File: config.mk
export PLATFORM = sky130hd
export DESIGN_NAME = crm_misc_regs
export DESIGN_NICKNAME = d
export VERILOG_FILES = /design/src/rtl/crm_pkg.sv /design/src/rtl/crm_misc_regs.sv /design/src/rtl/crm_scratch.sv
export SDC_FILE = /design/constraint.sdc
export NUM_CORES = 1
export LEC_CHECK = 0
export BUFFER_PORTS_ARGS = -buffer_cell sky130_fd_sc_hd__clkbuf_2
export CORE_ASPECT_RATIO = 1.1
export CORE_UTILIZATION = 40
export DETAILED_ROUTE_END_ITERATION = 10
export GPL_TIMING_DRIVEN = 0
export PLACE_DENSITY_LB_ADDON = 0.15
export SLEW_MARGIN = 15
export SYNTH_ARGS = -nofsm -noshare
export SYNTH_HDL_FRONTEND = slang
export SYNTH_HIERARCHICAL = 1
export SYNTH_SLANG_ARGS = --single-unit
File: constraint.sdc
create_clock -name clk -period 2.6 [get_ports clk]
set_input_delay 0 -clock clk [delete_from_list [all_inputs] [get_ports clk]]
set_output_delay 0 -clock clk [all_outputs]
set_load 0.02 [all_outputs]
File: src/rtl/crm_pkg.sv
package crm_pkg;

  localparam int unsigned ADDR_W = 9;
  localparam int unsigned DATA_W = 8;

  localparam logic [8:0] OFS_ID_PRIMARY   = 9'h000;
  localparam logic [8:0] OFS_ID_COMPANION = 9'h001;
  localparam logic [8:0] OFS_ID_SPARE_A   = 9'h002;
  localparam logic [8:0] OFS_ID_SPARE_B   = 9'h003;
  localparam logic [8:0] OFS_RAIL_CTRL    = 9'h004;
  localparam logic [8:0] OFS_RAIL_STATUS  = 9'h005;
  localparam logic [8:0] OFS_SCRATCH_MAIN = 9'h010;
  localparam logic [8:0] OFS_SCRATCH_VEND = 9'h1a0;
  localparam logic [8:0] OFS_DRIVE_ONE    = 9'h1bf;
  localparam logic [8:0] OFS_DRIVE_TWO    = 9'h1c0;
  localparam logic [8:0] OFS_DRIVE_THREE  = 9'h1c1;
  localparam logic [8:0] OFS_SYNTH_CTRL   = 9'h1e4;

  localparam int unsigned SCRATCH_MAIN_N = 8;
  localparam int unsigned SCRATCH_VEND_N = 16;
  localparam int unsigned SCRATCH_N      = 24;

  localparam logic [7:0] RST_DRIVE_ONE   = 8'h00;
  localparam logic [7:0] RST_DRIVE_TWO   = 8'h04;
  localparam logic [7:0] RST_DRIVE_THREE = 8'h01;
  localparam logic [7:0] RST_SYNTH_CTRL  = 8'h1b;
  localparam logic [7:0] RST_RAIL_CTRL   = 8'h00;
  localparam logic [7:0] RST_SCRATCH     = 8'h00;

  localparam logic [7:0] MASK_DRIVE_THREE = 8'h03;
  localparam logic [7:0] MASK_SYNTH_CTRL  = 8'h1f;
  localparam logic [7:0] MASK_RAIL_CTRL   = 8'h01;

  localparam int unsigned SYN_DIV_LSB   = 0;
  localparam int unsigned SYN_OUT16_BIT = 3;
  localparam int unsigned SYN_FORCE_BIT = 4;
  localparam logic [7:0]  SYN_DIV_BASE  = 8'h70;
  localparam int unsigned SYN_DIV_STEP_SHIFT = 2;

  localparam logic [1:0] DRV_HIZ = 2'h2;

  typedef struct packed {
    logic       wr;
    logic       rd;
    logic [8:0] addr;
    logic [7:0] wdata;
  } crm_req_s;

  typedef struct packed {
    logic [1:0] power_good_drive_sel;
    logic [1:0] regulator_comp_drive_sel;
    logic [1:0] irq_out_drive_sel;
    logic [1:0] reset_out_drive_sel;
    logic [1:0] slow_clock_drive_sel;
    logic [1:0] audio_clock_drive_sel;
    logic [1:0] secondary_enable_drive_sel;
    logic [1:0] companion_enable_drive_sel;
    logic [1:0] serial_out_drive_sel;
  } crm_drive_s;

endpackage

File: src/rtl/crm_misc_regs.sv
`timescale 1ns/10ps
// Overview of operation
// - Rail enable follows host control bit
// - Thermal trip forces rail enable off
// - Rail drop while enabled raises fault irq
// - Own ID at 0x00, read-only
// - Companion ID at 0x01, read-only
// - 0x02 and 0x03 read zero
// - Twenty-four backup scratch bytes
// - Scratch cleared only by backup reset
// - Eight main, sixteen vendor scratch bytes
// - Drive code 10 means Hi-Z
// - Drive control one at 0x1BF
// - Drive control two at 0x1C0
// - Drive control three at 0x1C1
// - Synth control at 0x1E4, reset 0x1B
// - Divider code selects 112..140 step four
// - Bit 3 enables synth and 16M out
// - Bit 4 forces synth run
module crm_misc_regs
  import crm_pkg::*;
#(
  parameter logic [2:0] OWN_MAKER  = 3'h1, // Arbitrary value
  parameter logic [2:0] OWN_REV    = 3'h2, // Arbitrary value
  parameter logic [2:0] COMP_MAKER = 3'h3, // Arbitrary value
  parameter logic [2:0] COMP_REV   = 3'h4  // Arbitrary value
) (
  input  wire logic       clk,
  input  wire logic       rstn,
  input  wire logic       backup_domain_por_n,
  input  wire crm_req_s   req,
  output logic      [7:0] rdata,
  input  wire logic       thermal_trip_n,
  input  wire logic       companion_rail_status_n,
  input  wire logic       synth_block_request,
  output logic            companion_rail_enable_out,
  output logic            regulator_fault_irq,
  output logic            synth_run,
  output logic            synth_16m_output_enable,
  output logic      [7:0] synth_divide_ratio,
  output crm_drive_s      drive,
  output logic            companion_rail_enable_hiz
);

  logic [7:0] drive_one_reg;
  logic [7:0] drive_two_reg;
  logic [7:0] drive_three_reg;
  logic [7:0] synth_ctrl_reg;
  logic [7:0] rail_ctrl_reg;
  logic       trip_meta_reg;
  logic       trip_sync_reg;
  logic       stat_meta_reg;
  logic       stat_sync_reg;
  logic       fault_reg;
  logic       rail_en_reg;
  logic       scr_wr;
  logic [4:0] scr_idx;
  logic       scr_hit;
  logic [7:0] scr_rdata;
  logic [7:0] rdata_next;
  logic       fault_event;

  function automatic logic [7:0] div_ratio(input logic [2:0] code);
    div_ratio = SYN_DIV_BASE + (8'(code) << SYN_DIV_STEP_SHIFT);
  endfunction

  // Pins from outside pass two flops first
  always_ff @(posedge clk) begin
    if (!rstn) begin
      trip_meta_reg <= 1'b1;
      trip_sync_reg <= 1'b1;
      stat_meta_reg <= 1'b1;
      stat_sync_reg <= 1'b1;
    end else begin
      trip_meta_reg <= thermal_trip_n;
      trip_sync_reg <= trip_meta_reg;
      stat_meta_reg <= companion_rail_status_n;
      stat_sync_reg <= stat_meta_reg;
    end
  end

  // Scratch decode: main bytes then vendor bytes
  always_comb begin
    scr_hit = 1'b0;
    scr_idx = 5'h00;
    if (req.addr >= OFS_SCRATCH_MAIN &&
        req.addr < OFS_SCRATCH_MAIN + 9'(SCRATCH_MAIN_N)) begin
      scr_hit = 1'b1;
      scr_idx = 5'(req.addr - OFS_SCRATCH_MAIN);
    end else if (req.addr >= OFS_SCRATCH_VEND &&
        req.addr < OFS_SCRATCH_VEND + 9'(SCRATCH_VEND_N)) begin
      scr_hit = 1'b1;
      scr_idx = 5'(req.addr - OFS_SCRATCH_VEND) + 5'(SCRATCH_MAIN_N);
    end
  end

  assign scr_wr = req.wr && scr_hit;

  crm_scratch #(.DEPTH(SCRATCH_N)) u_scratch (
    .clk                 (clk),
    .backup_domain_por_n (backup_domain_por_n),
    .wr_en               (scr_wr),
    .idx                 (scr_idx),
    .wdata               (req.wdata),
    .rdata               (scr_rdata)
  );

  // Host-writable control; reserved bits are masked off
  always_ff @(posedge clk) begin
    if (!rstn) begin
      drive_one_reg   <= RST_DRIVE_ONE;
      drive_two_reg   <= RST_DRIVE_TWO;
      drive_three_reg <= RST_DRIVE_THREE;
      synth_ctrl_reg  <= RST_SYNTH_CTRL;
      rail_ctrl_reg   <= RST_RAIL_CTRL;
    end else if (req.wr) begin
      case (req.addr)
        OFS_DRIVE_ONE:   drive_one_reg   <= req.wdata;
        OFS_DRIVE_TWO:   drive_two_reg   <= req.wdata;
        OFS_DRIVE_THREE: drive_three_reg <= req.wdata & MASK_DRIVE_THREE;
        OFS_SYNTH_CTRL:  synth_ctrl_reg  <= req.wdata & MASK_SYNTH_CTRL;
        OFS_RAIL_CTRL:   rail_ctrl_reg   <= req.wdata & MASK_RAIL_CTRL;
        default: begin
        end
      endcase
    end
  end

  // Trip overrides host setting without host action
  always_ff @(posedge clk) begin
    if (!rstn) begin
      rail_en_reg <= 1'b0;
    end else begin
      rail_en_reg <= rail_ctrl_reg[0] && trip_sync_reg;
    end
  end

  // Rail reported off while we drive it on: local shutdown.
  // Status comes back through the companion and two sync flops,
  // so it is ignored until enable has stood for two edges.
  logic rail_en_d_reg;
  logic rail_en_d2_reg;
  logic fault_clear;
  always_ff @(posedge clk) begin
    if (!rstn) begin
      rail_en_d_reg  <= 1'b0;
      rail_en_d2_reg <= 1'b0;
    end else begin
      rail_en_d_reg  <= rail_en_reg;
      rail_en_d2_reg <= rail_en_d_reg;
    end
  end

  assign fault_event = rail_en_reg && rail_en_d_reg && rail_en_d2_reg &&
                       stat_sync_reg;
  assign fault_clear = req.wr && (req.addr == OFS_RAIL_STATUS) &&
                       req.wdata[0];

  // Sticky fault; a clear in the same cycle loses to a new event
  always_ff @(posedge clk) begin
    if (!rstn) begin
      fault_reg <= 1'b0;
    end else if (fault_event) begin
      fault_reg <= 1'b1;
    end else if (fault_clear) begin
      fault_reg <= 1'b0;
    end
  end

  always_comb begin
    rdata_next = 8'h00;
    if (scr_hit) begin
      rdata_next = scr_rdata;
    end else begin
      case (req.addr)
        OFS_ID_PRIMARY:   rdata_next = {2'b00, OWN_REV, OWN_MAKER};
        OFS_ID_COMPANION: rdata_next = {2'b00, COMP_REV, COMP_MAKER};
        OFS_ID_SPARE_A:   rdata_next = 8'h00;
        OFS_ID_SPARE_B:   rdata_next = 8'h00;
        OFS_RAIL_CTRL:    rdata_next = rail_ctrl_reg;
        OFS_RAIL_STATUS:  rdata_next = {5'h00, ~stat_sync_reg,
                                        rail_en_reg, fault_reg};
        OFS_DRIVE_ONE:    rdata_next = drive_one_reg;
        OFS_DRIVE_TWO:    rdata_next = drive_two_reg;
        OFS_DRIVE_THREE:  rdata_next = drive_three_reg;
        OFS_SYNTH_CTRL:   rdata_next = synth_ctrl_reg;
        default:          rdata_next = 8'h00;
      endcase
    end
  end

  always_ff @(posedge clk) begin
    if (!rstn) begin
      rdata <= 8'h00;
    end else if (req.rd) begin
      rdata <= rdata_next;
    end
  end

  // Synthesizer controls
  always_ff @(posedge clk) begin
    if (!rstn) begin
      synth_run               <= 1'b0;
      synth_16m_output_enable <= 1'b0;
      synth_divide_ratio      <= 8'h00;
    end else begin
      synth_16m_output_enable <= synth_ctrl_reg[SYN_OUT16_BIT];
      synth_run <= synth_ctrl_reg[SYN_FORCE_BIT] ||
                   synth_ctrl_reg[SYN_OUT16_BIT] ||
                   synth_block_request;
      synth_divide_ratio <= div_ratio(synth_ctrl_reg[2:0]);
    end
  end

  assign companion_rail_enable_out = rail_en_reg;
  assign regulator_fault_irq       = fault_reg;

  always_comb begin
    drive.power_good_drive_sel       = drive_one_reg[1:0];
    drive.regulator_comp_drive_sel   = drive_one_reg[3:2];
    drive.irq_out_drive_sel          = drive_one_reg[5:4];
    drive.reset_out_drive_sel        = drive_one_reg[7:6];
    drive.slow_clock_drive_sel       = drive_two_reg[1:0];
    drive.audio_clock_drive_sel      = drive_two_reg[3:2];
    drive.secondary_enable_drive_sel = drive_two_reg[5:4];
    drive.companion_enable_drive_sel = drive_two_reg[7:6];
    drive.serial_out_drive_sel       = drive_three_reg[1:0];
  end

  // Code 10 floats the pin instead of driving it
  assign companion_rail_enable_hiz = (drive_two_reg[7:6] == DRV_HIZ);
endmodule

File: src/rtl/crm_scratch.sv
`timescale 1ns/10ps
module crm_scratch
  import crm_pkg::*;
#(
  parameter int unsigned DEPTH = SCRATCH_N
) (
  input  wire logic       clk,
  input  wire logic       backup_domain_por_n,
  input  wire logic       wr_en,
  input  wire logic [4:0] idx,
  input  wire logic [7:0] wdata,
  output logic      [7:0] rdata
);

  // Index is five bits wide, so more than 32 bytes cannot be reached
  if (DEPTH < 1 || DEPTH > 32) begin : g_depth_chk
    $error("crm_scratch: DEPTH out of range");
  end

  logic [7:0] mem_reg [DEPTH];

  // Only the backup-domain reset clears this store
  always_ff @(posedge clk) begin
    if (!backup_domain_por_n) begin
      for (int i = 0; i < DEPTH; i++) begin
        mem_reg[i] <= RST_SCRATCH;
      end
    end else if (wr_en && (32'(idx) < DEPTH)) begin
      mem_reg[idx] <= wdata;
    end
  end

  assign rdata = (32'(idx) < DEPTH) ? mem_reg[idx] : 8'h00;

endmodule

# == After elaboration in Yosys (flattened, before gate mapping) ==
# Memories as Yosys holds them, arrays and structs flattened.
# Cells that the tools add are included.
# op_classes
n_addsub,4
magnitude_cmp,5
n_eq_ne,8
n_mux,16
bitwise_logic,1
reduce_logical,20
# ops
op,n
$pmux 8 s8,1
$eq 9x9->1 const B,4
$mux 8,3
$eq 9x3->1 const B,2
$mux 5,3
$logic_and 1x1->1,10
$reduce_and 2->1,5
$eq 9x1->1 const B,1
$ge 9x5->1 const B,1
$ge 9x9->1 const B,1
$logic_not 9->1,1
$lt 9x5->1 const B,1
$lt 9x9->1 const B,1
$mux 1,9
$add 7x5->8 const A,1
$reduce_or 8->1,1
$add 5x4->5 const B,1
$lt 5x5->1 const B,1
$sub 5x1->5 const B,1
$sub 5x5->5 const B,1
$eq 2x2->1 const B,1
$logic_or 1x1->1,2
$reduce_bool 2->1,1
$not 1->1,1
# totals
regBits,50
ram_bits,192
in_bits,25
output_inout_bits,39
wordCells,72
mem_count,1
# memory_table
memory,depth,width,read_ports,rd_clocked_by_memory_dff,wr,line,text
u_scratch.mem_reg,24,8,1,0,24,crm_scratch.sv:20,logic [7:0] mem_reg [DEPTH];

# == Depth between registers and ports, before layout ==
# Gate-level depths: netlist (run 1).
# depth
word_depth,11
ltp_mapped,13
depth_no_buf,10

# == Hierarchy ==
# Netlist (run 1), hierarchy kept.
# by_module_without_submodules
mod,instances,cells_per_inst,area_per_inst_um2,seq_area_each_um2
crm_scratch,1,593,8740.9,5765.5
crm_misc_regs,1,235,2088.3,920.9

# == Worst setup path after synthesis (run 1) ==
# Ideal clock, no wire load.
# synth_path
path_kind,input to register
from,input req[11] (netlist bit)
to,"memory u_scratch.mem_reg[23][0], enable pin"
setup_ps,384
t_arrival_ps,2467
required_time_ps,2216
setup_slack_ps,-251
cell_stages,11
path_buffers,4
cell_sequence,ha_1 > nor4b_1 > nand2_1 > o21ai_0 > buf_2 > and2_1 > buf_6 > buf_2 > nand4_2 > clkbuf_1 > o21ai_0
# synth_rtl
item,line,text
"start, declared",crm_misc_regs.sv:31,"input wire crm_req_s req,"
"end, declared",crm_scratch.sv:20,

# == Final worst setup path (run 1) ==
# layout_path
from,input req[11] (netlist bit)
to,register rdata[0]
# layout_between
elab_chain_len,7
elab_cells_between_ends,26
classes_between,add/sub (3); order compare (5); eq/ne (7); mux (7); reduce/logical (3); memory (1)
# layout_lines
item,line,text
$ge 9x9->1 or $lt 9x9->1 (tied branches),"crm_misc_regs.sv:90, crm_misc_regs.sv:91",
$logic_and 1x1->1,crm_misc_regs.sv:90,end else if (req.addr >= OFS_SCRATCH_VEND &&
$mux 5,crm_misc_regs.sv:90,
$mux 5 *,crm_misc_regs.sv:86,if (req.addr >= OFS_SCRATCH_MAIN &&
via scr_idx[0],crm_misc_regs.sv:57,logic [4:0] scr_idx;
$mem_v2 24x8 or $lt 5x5->1 (tied branches),n/a,
$mux 8 *,crm_scratch.sv:33,assign rdata = (32'(idx) < DEPTH) ? mem_reg[idx] : 8'h00;
via scr_rdata[0],crm_misc_regs.sv:59,logic [7:0] scr_rdata;
$mux 8 *,crm_misc_regs.sv:172,if (scr_hit) begin
"end signal, assigned",crm_misc_regs.sv:196,rdata <= rdata_next;
"end, declared",crm_misc_regs.sv:32,"output logic [7:0] rdata,"
# The timed path passes the listed nets; every way through them passes the cells marked *.
# A chain may end at the register's enable or synchronous reset.

==> results of run 1 <==
-- cells by family (layout without fill, tap and decap cells) --
group / Yosys count / after routing / synth area share
AOI/OAI and AO/OA: 101 / 101 / 0.06297
adders and majority gates: 1 / 1 / 0.001155
buffers and inverters: 105 / 260 / 0.04460
DFF: 238 / 238 / 0.6174
muxes: 55 / 55 / 0.1108
other: 1 / 2 / 0.0003463
and+or+nand+nor: 327 / 327 / 0.1627
-- final timing paths --
check / start / endpoint / slack, ns / cells past startpoint
min: req[12] / drive_three_reg[1] / 0.04 / 5
max: req[11] / rdata[0] / 0.04 / 15
max reg2reg: u_scratch/mem_reg[23][3] / rdata[3] / 0.61 / 5
min reg2reg: stat_meta_reg / stat_sync_reg / 0.41 / 1
-- power by group through the flow --
stage	logic (mW)	clock network (mW)	registers, mW
after floorplan	0.289	0	4.39
after global placement	0.501	0	4.39
after detailed placement	0.505	0	4.40
after CTS	0.552	3.50	4.32
after global routing	0.613	3.65	4.33
final	0.584	3.45	4.32
-- metrics by stage --
step	TNS (ns)	instance area, µm²	power, mW
finish	0	13170	8.350
global route	-0.1304	13170	8.594
CTS	-0.05078	12780	8.372
detailed placement	-269.41	11590	4.903
global placement	-319.78	11590	4.895
floorplan	-1.294	10860	4.678
-- layer usage --
layer,share of wire,up-vias,wire (µm),GRT usage
li1,-,3496,-,-
met1,0.42,3924,13670,0.3041
met2,0.49,294,15990,0.4004
met3,0.055,60,1786,0.03228
met4,0.034,0,1119,0.07772
met5,0,-,0,0
-- what timing repair did --
item / CTS / global route
pin swaps: 2 / 14
endpoints found under the setup margin: 239 / 114
endpoints found under the hold margin: 36 / 0
buffers inserted: 0 / 24
resized for setup: 43 / 34
cloned: 0 / 3
hold buffers: 23 / 0
-- worst max-delay path: stages --
cell,delay [ns]
clkbuf_2,0.14
ha_2,0.21
nor4b_4,0.22
nand2_1,0.13
o21ai_4,0.09
buf_6,0.14
and2_4,0.18
buf_12,0.15
buf_12,0.14
buf_4,0.11
mux4_1,0.56
a22oi_1,0.32
nand3_1,0.20
a22oi_1,0.26
a31oi_1,0.11
-- layout make-up --
cell class | instances | area share
Tap cell | 352 | 0.03345
Inverter | 8 | 0.002281
Buffer | 97 | 0.04086
Timing Repair Buffer | 109 | 0.05949
Clock inverter | 8 | 0.005227
Sequential cell | 238 | 0.5078
Multi-Input combinational cell | 486 | 0.2966
Clock buffer | 38 | 0.05426
-- Yosys cell counts (2+ instances only) --
master / n
a21boi_0: 11
a21boi_1: 7
a21oi_1: 4
a221oi_1: 2
a222oi_1: 2
a22oi_1: 25
a22oi_2: 2
a31oi_1: 7
and2_1: 10
and3_1: 3
and3b_1: 2
buf_1: 2
buf_2: 20
buf_4: 7
buf_6: 5
clkbuf_1: 63
dfxtp_1: 46
edfxtp_1: 192
inv_1: 8
mux2i_1: 7
mux4_1: 13
mux4_2: 35
nand2_1: 39
nand2b_1: 5
nand3_1: 34
nand3b_1: 2
nand4_1: 3
nand4_2: 2
nand4b_2: 2
nor2_1: 6
nor2b_1: 5
nor3_1: 195
nor3b_1: 2
nor3b_2: 3
o21ai_0: 33
o31ai_1: 3
or3_1: 2
==> impl_metrics.yaml, run 1 <==
sta:
  timing.fmax_mhz: 391.1
  worst_clock_skew_ns: 0.01048
  layout_setup_ws_ns: 0.04332
  fin_hold_ws_ns: 0.04185
  slew_headroom: 0.2365
  drv_slew: 0
  finalCritPeriodShare: 0.9833
  fin_crit_ns: 2.557
  setup_viol: 0
  hold_viol_final: 0
  rsz0062_at_grt: "true"
  worstMarginPinSlew_ns: 1.145
outcome:
  outcome: "completed"
logic_synthesis:
  ys_ff_latch: 238
  yosysWarningCount: 6
  syn_inst: 828
  yosys_most_used_dff: "edfxtp_1"
  synth_seq_area_share: 0.6174
  synth_top_area_frac: 0.5324
  avgSynthCellArea_um2: 13.08
  synth_area_leaders: "edfxtp_1, nor3_1, dfxtp_1, mux4_2, mux4_1"
  syn_area_mm2: 0.01083
  synthDistinctLibCells: 56
  yosys.area.top_type: "edfxtp_1"
  async_flop_share: 0
  synth-edff-count: 192
finish:
  drive_gt1_frac: 0.2551
  area_growth_pct: 21.58
  multi_input_area_mm2: 0.003905
  regArea_mm2: 0.006686
  largest_register_ffs: 192
  antenna_cells: 0
  mostFrequentLayoutCell: "nor3_1"
  post-route-util: 0.4992
  fillers: 2367
  layout_common_cells: "nor3_1, edfxtp_1, clkbuf_1"
  finalNonFillerCells: 1336
  final_nets: 991
critical_path:
  path_max_fanout: 7
  cp.arrival_ns: 2.96
  critPathLaunchType: "input port"
  criticalPathCategory: "in -> reg"
  cp-end-kind: "flip-flop"
  required_ns: 3.00
clock_tree:
  ctsLongestPathBuffers: 3
  clock_sinks: 238
  worstSkewPairLatency_ns: 0.53
  clk_pin_slew_worst_paths_ns: 0.06
  htreeDepth: 1
  cts_tree: "done"
  root_buffer: "clkbuf_16"
  numCtsBuffers: 25
placement:
  numPortBuffers: 58
  placedCellCount: 1240
  gp_congestion: 0.8832
  place_ws_ns: -1.294
  dp_hpwl_um: 21910
grt:
  grt_max_degree: 14
  first_global_vias: 7613
  grt-ovfl-total: 0
  grt_pass1_wl_um: 48080
  antenna_found_initial: 0
  grt_use_total: 0.2330
pwr:
  seqPwrFrac: 0.517
  ir_drop_mv: 0.4118
  netSwitchingFraction: 0.2255
  clkPwrFrac: 0.413
  power_frac_comb: 0.070
  switchingPower_mw: 1.883
  p_per_area_mw_per_mm2: 634.2
  p_leak_nw: 4.260
  internal_power_mw: 6.467
floorplanning:
  coreArea_mm2: 0.02638
  placementRows: 62
  die_height_um: 174.6
  die_x_um: 158.9
  start_util: 0.4106
  dieArea_mm2: 0.02774
  ios: 64
hold_path:
  hold_class: "in -> reg"
route:
  routedWlPerCell_um: 24.37
  ant_nets: 0
  first_iter_violations: 683
  vias: 7774
  drt_pass1_iterations: 5
  wl_um: 32560
  routed_via_density: 5.819
  drc: 0
run:
  drv_cap: 0
Power figures use the tool's default switching activity.
==> inputs of run 2 (changes only) <==
--- a/config.mk
+++ b/config.mk
@@ -6,11 +6,13 @@
 export NUM_CORES = 1
 export LEC_CHECK = 0
 export BUFFER_PORTS_ARGS = -buffer_cell sky130_fd_sc_hd__clkbuf_2
+export CAP_MARGIN = 15
 export CORE_ASPECT_RATIO = 1.1
 export CORE_UTILIZATION = 40
 export DETAILED_ROUTE_END_ITERATION = 10
 export GPL_TIMING_DRIVEN = 0
 export PLACE_DENSITY_LB_ADDON = 0.15
+export SETUP_SLACK_MARGIN = 0.4
 export SLEW_MARGIN = 15
 export SYNTH_ARGS = -nofsm -noshare
 export SYNTH_HDL_FRONTEND = slang
==> run 2 against run 1 <==
Effect of this change:
- the run now ends with hold timing left
- worst hold slack got worse by 0.050 ns
- clock power about the same
- global-route usage increased by 0.59 points
- highest routed layer unchanged
==> impl_metrics.yaml, run 2 (synthesized netlist as in run 1, its figures left out) <==
sta:
  rsz0062_at_grt: "true"
  timing.fmax_mhz: 415.1
  layout_setup_ws_ns: 0.1907
  finalCritPeriodShare: 0.9266
  worst_clock_skew_ns: 0.01299
  drv_slew: 0
  slew_headroom: 0.3083
  hold_viol_final: 2
  fin_crit_ns: 2.409
  fin_setup_tns_ns: 0
  setup_viol: 0
  fin_hold_ws_ns: -0.007854
  worstMarginPinSlew_ns: 1.037
floorplanning:
  placementRows: 62
  coreArea_mm2: 0.02638
  die_x_um: 158.9
  dieArea_mm2: 0.02774
  start_util: 0.4106
  ios: 64
  die_height_um: 174.6
critical_path:
  rr_startpoint: "u_scratch/mem_reg[23][3]"
  rrSetupSlack_ns: 0.60
  cp.arrival_ns: 2.81
  criticalPathCategory: "in -> reg"
  ff2ff_path_depth: 5
  cp-end-kind: "flip-flop"
  required_ns: 3.01
  path_max_fanout: 8
  critPathLaunchType: "input port"
  r2r-end: "rdata[3]"
route:
  dr_wl_met2_um: 16250
  ant_nets: 0
  top_layer_used: "met4"
  met3_length_um: 2125
  first_iter_violations: 760
  drt_pass1_iterations: 5
  vias: 7936
  drc: 0
  routedWlPerCell_um: 24.83
  m1WireLength_um: 13830
  wl_um: 33520
  routed_via_density: 5.879
pwr:
  p_per_area_mw_per_mm2: 616.3
  ir_drop_mv: 0.4017
  p_leak_nw: 4.434
hold_path:
  min_to: "drive_three_reg[0]"
  holdPathStages: 6
  hold_class: "in -> reg"
  min_from: "req[12]"
finish:
  post-route-util: 0.5150
  mostFrequentLayoutCell: "nor3_1"
  drive_gt1_frac: 0.3026
  fillers: 2288
  final_nets: 1007
  area_growth_pct: 25.44
  layout_common_cells: "nor3_1, edfxtp_1, clkbuf_2"
  largest_register_ffs: 192
  antenna_cells: 0
grt:
  grt-ovfl-total: 0
  grt_max_degree: 13
  antenna_found_initial: 0
  grt_pass1_wl_um: 49140
  grt_use_total: 0.2389
  first_global_vias: 7832
outcome:
  outcome: "finished with violations"
  violations: "hold timing"
clock_tree:
  ctsLongestPathBuffers: 3
  numCtsBuffers: 26
  worstSkewPairLatency_ns: 0.54
  clock_sinks: 238
  htreeDepth: 1
  clk_pin_slew_worst_paths_ns: 0.06
  root_buffer: "clkbuf_16"
  cts_tree: "done"
placement:
  place_ws_ns: -0.9934
  dp_hpwl_um: 22050
  gp_congestion: 0.9221
  numPortBuffers: 58
run:
  drv_cap: 0
==> run 2: power by group <==
group          internal [mW]  switching (mW)  total [mW]
clock network           1.96            1.46        3.42
registers               4.27          0.0470        4.32
logic                  0.244           0.394       0.638
==> run 2: worst max path at each step <==
stage,from,to,slack [ns],depth (start not counted)
after global placement,req[11],rdata[3],-0.99,14
after detailed placement,req[11],rdata[3],-0.99,14
final,req[11],rdata[3],0.19,14
after CTS,req[12],rdata[3],0.23,14
after global routing,req[11],rdata[2],0.08,14
after floorplan,req[11],rdata[3],0.17,13
==> run 2: through the flow <==
step	std cells	power (mW)	hold slack (ns)	cell area [µm²]
finish	1350	8.373	-0.007854	13580
detailed placement	1239	4.913	0.1858	11660
CTS	1328	8.372	0.02396	13140
global route	1350	8.623	0.01896	13580
global placement	1239	4.906	0.1791	11660
floorplan	829	4.687	0.1015	10930
==> run 2: layer usage <==
metal  up-vias  global-route usage
met5         -                   0
met4         0             0.09215
met3        76             0.03062
met2       326              0.4044
met1      3990              0.3139
li1       3544                   -
==> run 2: layout make-up <==
type | count | area [µm²] | area share
clock buffer | 41 | 748.2 | 0.05508
inverter | 8 | 30.03 | 0.002211
tap | 352 | 440.4 | 0.03242
clock inverter | 4 | 18.77 | 0.001382
timing repair buffer | 122 | 1013 | 0.07461
sequential | 238 | 6686 | 0.4922
buffer | 97 | 581.8 | 0.04283
multi-input combinational | 488 | 4065 | 0.2993
==> run 2: critical path: stages <==
cell       delay [ns]
clkbuf_16        0.12
ha_4             0.15
nor4b_4          0.27
nand2_1          0.14
o21ai_4          0.09
buf_6            0.13
and2_4           0.15
buf_12           0.14
buf_12           0.13
mux4_2           0.54
a22oi_2          0.29
nand3_2          0.13
a222oi_1         0.39
a31oi_1          0.13
==> run 2: timing repair <==
item | CTS | global route
buffers inserted | 24 | 20
endpoints found under the hold margin | 36 | 0
hold buffers | 19 | 0
cloned | 1 | 2
pin swaps | 18 | 37
endpoints found under the setup margin | 295 | 300
resized for setup | 67 | 62
